### config.mk
export PLATFORM = sky130hd
export DESIGN_NAME = ssr_readout
export DESIGN_NICKNAME = d
export VERILOG_FILES = /design/src/hdl/ssr_pkg.sv /design/src/hdl/ssr_readout.sv
export SDC_FILE = /design/constraint.sdc
export NUM_CORES = 1
export LEC_CHECK = 0
export ABC_AREA = 1
export BUFFER_PORTS_ARGS = -buffer_cell sky130_fd_sc_hd__clkbuf_2
export CORE_ASPECT_RATIO = 1.4
export CORE_MARGIN = 3
export CORE_UTILIZATION = 40
export CTS_BUF_LIST = sky130_fd_sc_hd__clkbuf_4 sky130_fd_sc_hd__clkbuf_8
export DETAILED_ROUTE_END_ITERATION = 12
export PLACE_DENSITY = 0.56
export SYNTH_ARGS = -nofsm -noshare
export SYNTH_HDL_FRONTEND = slang
export SYNTH_HIERARCHICAL = 1
export SYNTH_SLANG_ARGS = --single-unit
### constraint.sdc
create_clock -name clk_i -period 6.8 [get_ports clk_i]
set_input_delay 0.68 -clock clk_i [delete_from_list [all_inputs] [get_ports clk_i]]
set_output_delay 0.68 -clock clk_i [all_outputs]
set_load 0.005 [all_outputs]
### src/hdl/ssr_pkg.sv
// Notes on behaviour
// - Strobe rise starts conversion, internally timed.
// - Data output floats while strobe high.
// - Strobe fall enables output, shows MSB.
// - Strobe fall starts sampling next input.
// - Next 13 bits on clock falling edges.
// - Most significant bit first, LSB last.
// - Fourteen bits, then zeros without limit.
// - Output is this conversion, no latency.
// - Nap entered automatically after each conversion.
// - Two strobe pulses, clock static: nap.
// - Four strobe pulses, clock static: sleep.
// - Sleep turns off bias, bandgap, reference.
// - Nap keeps bandgap and reference powered.
// - One serial clock pulse wakes device.
package ssr_pkg;

  // Widths and buffer depth
  localparam int RES_W = 14;
  localparam int FIFO_DEPTH = 16;

  // Conversion time from the internal oscillator, rounded up to clock cycles
  localparam int CLK_PERIOD_NS = 25;
  localparam int CONVERT_STROBE_TIME_NS = 225;
  localparam int CONVERT_STROBE_CYC = (CONVERT_STROBE_TIME_NS + CLK_PERIOD_NS - 1) / CLK_PERIOD_NS;
  localparam logic [3:0] CONVERT_STROBE_CNT_LOAD = 4'(CONVERT_STROBE_CYC - 1);

  // Strobe pulse counts that select a power-down mode
  localparam logic [2:0] NAP_PULSES = 3'h2;
  localparam logic [2:0] SLEEP_PULSES = 3'h4;
  localparam logic [2:0] PULSE_MAX = 3'h7;

  // Power states, one-hot
  typedef enum logic [2:0] {
    PWR_ACTIVE = 3'h1,
    PWR_NAP = 3'h2,
    PWR_SLEEP = 3'h4
  } ssr_pwr_t;

  // Reset values
  localparam ssr_pwr_t PWR_RESET = PWR_NAP;
  localparam logic [RES_W-1:0] SHIFT_RESET = 14'h0000;

  // Pin levels from the host
  typedef struct packed {
    logic convert_strobe;
    logic sck;
  } ssr_pins_t;

  // Analog power and track controls
  typedef struct packed {
    logic core_on;
    logic ref_on;
    logic bias_on;
    logic sample;
  } ssr_power_t;

endpackage

### src/hdl/ssr_readout.sv
`timescale 1ns/1ps
`default_nettype none

// Result buffer between the conversion engine and the shifter
module ssr_fifo #(
  parameter int WIDTH = 14,
  parameter int DEPTH = 16
) (
  input wire logic clk_i,
  input wire logic rstn_i,
  input wire logic in_valid_i,
  output logic in_ready_o,
  input wire logic [WIDTH-1:0] in_data_i,
  output logic out_valid_o,
  input wire logic out_ready_i,
  output logic [WIDTH-1:0] out_data_o
);
  localparam int AW = $clog2(DEPTH);

  logic [WIDTH-1:0] mem_q [DEPTH];
  logic [AW:0] wptr_q;
  logic [AW:0] rptr_q;
  logic push;
  logic pop;

  // Full when pointers differ only in the wrap bit
  assign in_ready_o = !((wptr_q[AW] != rptr_q[AW]) && (wptr_q[AW-1:0] == rptr_q[AW-1:0]));
  assign out_valid_o = (wptr_q != rptr_q);
  assign push = in_valid_i && in_ready_o;
  assign pop = out_valid_o && out_ready_i;
  assign out_data_o = mem_q[rptr_q[AW-1:0]];

  // Storage
  always_ff @(posedge clk_i) begin
    if (push) begin
      mem_q[wptr_q[AW-1:0]] <= in_data_i;
    end
  end

  // Write pointer
  always_ff @(posedge clk_i) begin
    if (!rstn_i) begin
      wptr_q <= '0;
    end else if (push) begin
      wptr_q <= wptr_q + 1'b1;
    end
  end

  // Read pointer
  always_ff @(posedge clk_i) begin
    if (!rstn_i) begin
      rptr_q <= '0;
    end else if (pop) begin
      rptr_q <= rptr_q + 1'b1;
    end
  end

endmodule // ssr_fifo

// Digital side of the serial sampling converter
module ssr_readout import ssr_pkg::*; (
  input wire logic clk_i,
  input wire logic rstn_i,
  input wire ssr_pins_t pins_i,
  input wire logic [RES_W-1:0] adc_code_i,
  output logic sdo_o,
  output logic sdo_oe_o,
  output ssr_power_t power_o,
  output logic convert_strobe_busy_o
);

  ssr_pins_t s1_q;
  ssr_pins_t s2_q;
  ssr_pins_t s3_q;
  logic convert_strobe_rise;
  logic convert_strobe_fall;
  logic sck_rise;
  logic sck_fall;
  logic sck_edge;
  logic busy_q;
  logic [3:0] cnt_q;
  logic convert_strobe_done;
  logic f_in_ready;
  logic f_out_valid;
  logic f_pop;
  logic [RES_W-1:0] f_out_data;
  logic [RES_W-1:0] shift_q;
  logic oe_q;
  logic [2:0] pulses_q;
  ssr_pwr_t pwr_q;
  ssr_pwr_t pwr_d;
  logic sample_q;

  // Two-stage synchronisers for both pins, plus an edge stage
  always_ff @(posedge clk_i) begin
    if (!rstn_i) begin
      s1_q <= '0;
      s2_q <= '0;
      s3_q <= '0;
    end else begin
      s1_q <= pins_i;
      s2_q <= s1_q;
      s3_q <= s2_q;
    end
  end

  // Edge detection on the synchronised levels
  assign convert_strobe_rise = s2_q.convert_strobe && !s3_q.convert_strobe;
  assign convert_strobe_fall = !s2_q.convert_strobe && s3_q.convert_strobe;
  assign sck_rise = s2_q.sck && !s3_q.sck;
  assign sck_fall = !s2_q.sck && s3_q.sck;
  assign sck_edge = sck_rise || sck_fall;

  // Conversion timer, run by the internal clock, never by the serial clock
  always_ff @(posedge clk_i) begin
    if (!rstn_i) begin
      busy_q <= 1'b0;
      cnt_q <= '0;
    end else if (convert_strobe_rise && pwr_q != PWR_SLEEP) begin
      busy_q <= 1'b1;
      cnt_q <= CONVERT_STROBE_CNT_LOAD;
    end else if (busy_q && !s2_q.convert_strobe) begin
      busy_q <= 1'b0; // Strobe dropped early: conversion abandoned
    end else if (busy_q && cnt_q != 4'h0) begin
      cnt_q <= cnt_q - 4'h1;
    end else if (convert_strobe_done) begin
      busy_q <= 1'b0;
    end
  end

  // Result is handed over only when the buffer can take it
  assign convert_strobe_done = busy_q && s2_q.convert_strobe && (cnt_q == 4'h0) && f_in_ready;
  assign convert_strobe_busy_o = busy_q;

  // Shifter takes the word at the strobe fall
  assign f_pop = convert_strobe_fall;

  ssr_fifo #(
    .WIDTH(RES_W),
    .DEPTH(FIFO_DEPTH)
  ) u_fifo (
    .clk_i(clk_i),
    .rstn_i(rstn_i),
    .in_valid_i(convert_strobe_done),
    .in_ready_o(f_in_ready),
    .in_data_i(adc_code_i),
    .out_valid_o(f_out_valid),
    .out_ready_i(f_pop),
    .out_data_o(f_out_data)
  );

  // Output enable: off while strobe high, on from its fall
  always_ff @(posedge clk_i) begin
    if (!rstn_i) begin
      oe_q <= 1'b0;
    end else if (s2_q.convert_strobe) begin
      oe_q <= 1'b0;
    end else if (convert_strobe_fall) begin
      oe_q <= 1'b1;
    end
  end

  // Shift register, MSB first, zeros fill in behind
  always_ff @(posedge clk_i) begin
    if (!rstn_i) begin
      shift_q <= SHIFT_RESET;
    end else if (convert_strobe_fall) begin
      shift_q <= f_out_valid ? f_out_data : SHIFT_RESET;
    end else if (sck_fall && oe_q) begin
      shift_q <= {shift_q[RES_W-2:0], 1'b0};
    end
  end

  assign sdo_o = shift_q[RES_W-1];
  assign sdo_oe_o = oe_q;

  // Track mode from strobe fall, hold from strobe rise
  always_ff @(posedge clk_i) begin
    if (!rstn_i) begin
      sample_q <= 1'b1;
    end else if (convert_strobe_fall) begin
      sample_q <= 1'b1;
    end else if (convert_strobe_rise) begin
      sample_q <= 1'b0;
    end
  end

  // Strobe pulses counted while the serial clock stays still
  always_ff @(posedge clk_i) begin
    if (!rstn_i) begin
      pulses_q <= '0;
    end else if (sck_edge) begin
      pulses_q <= '0;
    end else if (convert_strobe_rise && pulses_q != PULSE_MAX) begin
      pulses_q <= pulses_q + 3'h1;
    end
  end

  // Power state choice
  always_comb begin
    pwr_d = pwr_q;
    case (pwr_q)
      PWR_ACTIVE: begin
        if (convert_strobe_fall && pulses_q == SLEEP_PULSES) begin
          pwr_d = PWR_SLEEP;
        end else if (convert_strobe_fall && pulses_q == NAP_PULSES) begin
          pwr_d = PWR_NAP;
        end else if (convert_strobe_done) begin
          pwr_d = PWR_NAP;
        end
      end
      PWR_NAP: begin
        if (convert_strobe_fall && pulses_q == SLEEP_PULSES) begin
          pwr_d = PWR_SLEEP;
        end else if (sck_edge || convert_strobe_rise) begin
          pwr_d = PWR_ACTIVE;
        end
      end
      PWR_SLEEP: begin
        if (sck_edge) begin
          pwr_d = PWR_ACTIVE;
        end
      end
      default: begin
        pwr_d = PWR_RESET;
      end
    endcase
  end

  // Power state register
  always_ff @(posedge clk_i) begin
    if (!rstn_i) begin
      pwr_q <= PWR_RESET;
    end else begin
      pwr_q <= pwr_d;
    end
  end

  // Analog controls; bandgap and reference stay up except in sleep
  assign power_o.core_on = (pwr_q == PWR_ACTIVE);
  assign power_o.ref_on = (pwr_q != PWR_SLEEP);
  assign power_o.bias_on = (pwr_q != PWR_SLEEP);
  assign power_o.sample = sample_q;

  // Checker helper: word handed over at the end of a conversion, and whether
  // the shifter has yet to take it; the result path through the buffer is not reused
  logic [RES_W-1:0] chk_word_q;
  logic chk_fresh_q;
  always_ff @(posedge clk_i) begin
    if (!rstn_i) begin
      chk_word_q <= SHIFT_RESET;
      chk_fresh_q <= 1'b0;
    end else if (convert_strobe_done) begin
      chk_word_q <= adc_code_i;
      chk_fresh_q <= 1'b1;
    end else if (convert_strobe_fall) begin
      chk_fresh_q <= 1'b0;
    end
  end
endmodule // ssr_readout

`default_nettype wire

==> reports/qor.csv <==
metric,value,unit
htreeDepth,2,
cp-start-kind,register,
crit_arrival,3.50,ns
syn2layout_area_growth,10.8,%
finalSetupTns,0,ns
grt_usage,17.3,%
cts_resized,0,
cp_top_family,flip-flops,
vias_per_cell,5.06,
worst_pin_slew,1.18,ns
power_density,253,nW/um^2
synth_cell_types,29,
rows,72,
synthSimpleGateAreaFrac,12.1,%
slew_violations,0,
io_buffers,24,
rr_endpoint,shift_q[12]$_SDFFE_PN0P_,
synth_ff_type,edfxtp_1,
critical_path_class,register to register,
synth_edf_count,224,
wirelength,26000,um
fin_crit,3.01,ns
syn-num-nets,1073,
dp_cells,1390,
grt_pass1_vias,7220,
io_pins,25,
clock-sinks,271,
cts_hold_buffers,0,
cp-end-kind,register,
dr.pass1.iters,5,
synthAdderAreaFrac,1.21,%
cp.depth,7,
wl_per_cell,17.7,um
layout-drive-gt1-share,12.3,%
finalInstanceArea,12600,sq um
synth_top_family_by_area,simple AND/OR/NAND/NOR gates,
core,27800,sq um
fmax,332,MHz
yosys.area_share.xor_xnor,0.154,%
yosys_warnings,6,
crit_chain,buf_4 > o211ai_1 > nand3_1 > nand3_1 > nand2_1 > nand3_1 > a21oi_1,
worstPathMaxFanout,113,
r2r_cells,7,
status,"finished, final reports clean",
fin_cells,1464,
worst-path-buf-inv,1,
gp_congestion,0.749,
netlist_area,11400,sq um
detail-route-antenna-nets,0,
post_cts_buffers,0,
cpMaxStageDelayCell,dfxtp_4,
placed_area,11800,sq um
hp-class,input pin to register,
rsz0062_at_grt,no,
synth-async-reset-ratio,0,%
irDropWorstVdd,122,uV
antenna_cells,0,
setup_violations,0,
r2r_slack,3.79,ns
avgSynthCellArea,10.9,sq um
cap_violations,0,
min_period_over_period,44.3,%
crit_top_cell,nand3_1,
grt_max_degree,114,
worstPathRequired,7.29,ns
hold_violations,0,
initial_core_util,40.9,%
dpl.hpwl,14100,um
detailroute.via_count,7401,
yosys-mux-area-fraction,0,%
nets,1094,
ys_seq_area_share,67.3,%
drt_iter0_drc,650,
p_leak,4.62,nW
grt_pass1_wl,40600,um
fin_skew,0.0160,ns
relSlewSlack,21.5,%
ys_ff_latch,271,
die_y,206,um
endpoint,shift_q[12]$_SDFFE_PN0P_,
synthCells,1044,
path_clk_slew,0.06,ns
drc,0,
overflow,0,
clock_latency,0.55,ns
slowest_delay,1.06,ns
antenna_found_initial,0,
cts_tree,done,
clockRootBuffer,clkbuf_8,
die_x,149,um
numCtsBuffers,43,
die_area,30600,sq um
clockBufferDepth,3,
synth_compound_area_share,11.6,%
worst register-to-register path: stages (launching register included):
cell      delay (ns)
dfxtp_4         1.06
buf_4           0.98
o211ai_1        0.34
nand3_1         0.13
nand3_1         0.12
nand2_1         0.11
nand3_1         0.08
a21oi_1         0.14
synth_stat cells (9+ instances only):
| cell type | number | area [sq um] |
|---|---|---|
| nor2_1 | 45 | 169 |
| a21oi_1 | 84 | 420 |
| inv_1 | 150 | 563 |
| nand3_1 | 119 | 596 |
| inv_2 | 9 | 33.8 |
| buf_1 | 9 | 33.8 |
| o21ai_1 | 68 | 340 |
| o21ai_0 | 19 | 95.1 |
| ha_1 | 11 | 138 |
| dfxtp_1 | 47 | 941 |
| buf_2 | 26 | 130 |
| clkbuf_1 | 17 | 63.8 |
| nand2_1 | 135 | 507 |
| o211ai_1 | 56 | 420 |
| edfxtp_1 | 224 | 6730 |
placed cells by master, fill, tap and decap left out:
master | netlist | final
a21boi_0 | 1 | 1
a21oi_1 | 84 | 84
a21oi_2 | 2 | 2
buf_4 | 2 | 9
bufinv_16 | 0 | 1
clkbuf_2 | 0 | 24
clkbuf_4 | 0 | 14
clkbuf_8 | 0 | 45
clkinv_1 | 0 | 9
clkinv_2 | 0 | 5
dfxtp_1 | 47 | 45
dfxtp_4 | 0 | 2
edfxtp_1 | 224 | 224
ha_1 | 11 | 11
inv_1 | 150 | 150
inv_2 | 9 | 9
nand2_1 | 135 | 135
nand2_2 | 4 | 4
nand3_1 | 119 | 119
nand3_2 | 1 | 1
nand3_4 | 1 | 1
nand4_1 | 1 | 1
nor2_1 | 45 | 30
nor2_2 | 0 | 15
nor2_4 | 3 | 3
nor3_1 | 2 | 2
o211ai_1 | 56 | 56
o21a_1 | 2 | 2
o21ai_0 | 19 | 19
o21ai_1 | 68 | 68
or2_0 | 1 | 1
xnor2_1 | 1 | 1
xor2_1 | 1 | 1
through the flow:
| stage | power (W) | setup slack, ns | hold WS (ns) | utilization, % |
|---|---|---|---|---|
| floorplan | 0.00187 | 4.47 | 0.390 | - |
| global placement | 0.00190 | 3.91 | 0.413 | 42.4 |
| detailed placement | 0.00190 | 3.86 | 0.414 | 42.4 |
| CTS | 0.00324 | 3.85 | 0.280 | 45.4 |
| global route | 0.00331 | 3.51 | 0.303 | 45.4 |
| finish | 0.00320 | 3.79 | 0.311 | 45.4 |
layout make-up:
type                       instances  area (sq um)
fill                            2543         15200
sequential                       271          7670
inverter                         159           597
timing repair buffer              33           188
clock buffer                      59           724
multi-input combinational        557          2890
clock inverter                    15          88.8
tap                              370           463
worst min-delay path by stage:
stage	startpoint	to	slack [ns]	depth (start not counted)
2_1_floorplan	s1_q[0]$_SDFF_PN0_	s2_q[0]$_SDFF_PN0_	0.39	2
3_3_place_gp	s1_q[1]$_SDFF_PN0_	s2_q[1]$_SDFF_PN0_	0.41	2
3_5_place_dp	s1_q[0]$_SDFF_PN0_	s2_q[0]$_SDFF_PN0_	0.41	2
4_1_cts	pins_i[1]	s1_q[1]$_SDFF_PN0_	0.28	3
5_1_grt	pins_i[1]	s1_q[1]$_SDFF_PN0_	0.30	3
6_report	pins_i[1]	s1_q[1]$_SDFF_PN0_	0.31	3
logic make-up after synthesis:
group / Yosys count
adder cells (fa/ha/maj): 11
AND/OR/NAND/NOR: 312
XOR/XNOR: 2
AO/OA/AOI/OAI: 232
buffers and inverters: 216
flip-flops: 271
layer usage:
| metal | part of all wire (%) | wire length, um | vias to the layer above | global-route usage [%] |
|---|---|---|---|---|
| met3 | 4.3 | 1110 | 55 | 3.13 |
| met1 | 44 | 11400 | 3535 | 22.3 |
| met4 | 3.5 | 909 | 0 | 7.13 |
| met2 | 48 | 12600 | 174 | 28.9 |
| met5 | 0 | 0 | - | 0 |
| li1 | - | - | 3637 | - |
power breakdown:
part           switching (W)  total [W]  internal [W]
sequential        0.00000493    0.00181       0.00180
combinational      0.0000436  0.0000599     0.0000164
clock               0.000607    0.00133      0.000723
sequential cells by signal, indices dropped and copies added (netlist names), named ones only:
name,flops
s2_q,2
shift_q,14
sample_q,1
s1_q,2
pulses_q,3
cnt_q,4
pwr_q,3
sdo_oe_o,1
convert_strobe_busy_o,1
s3_q,2
u_fifo/wptr_q,5
u_fifo/mem_q,224
u_fifo/rptr_q,5
No activity file was read; power rests on OpenSTA's default activity.
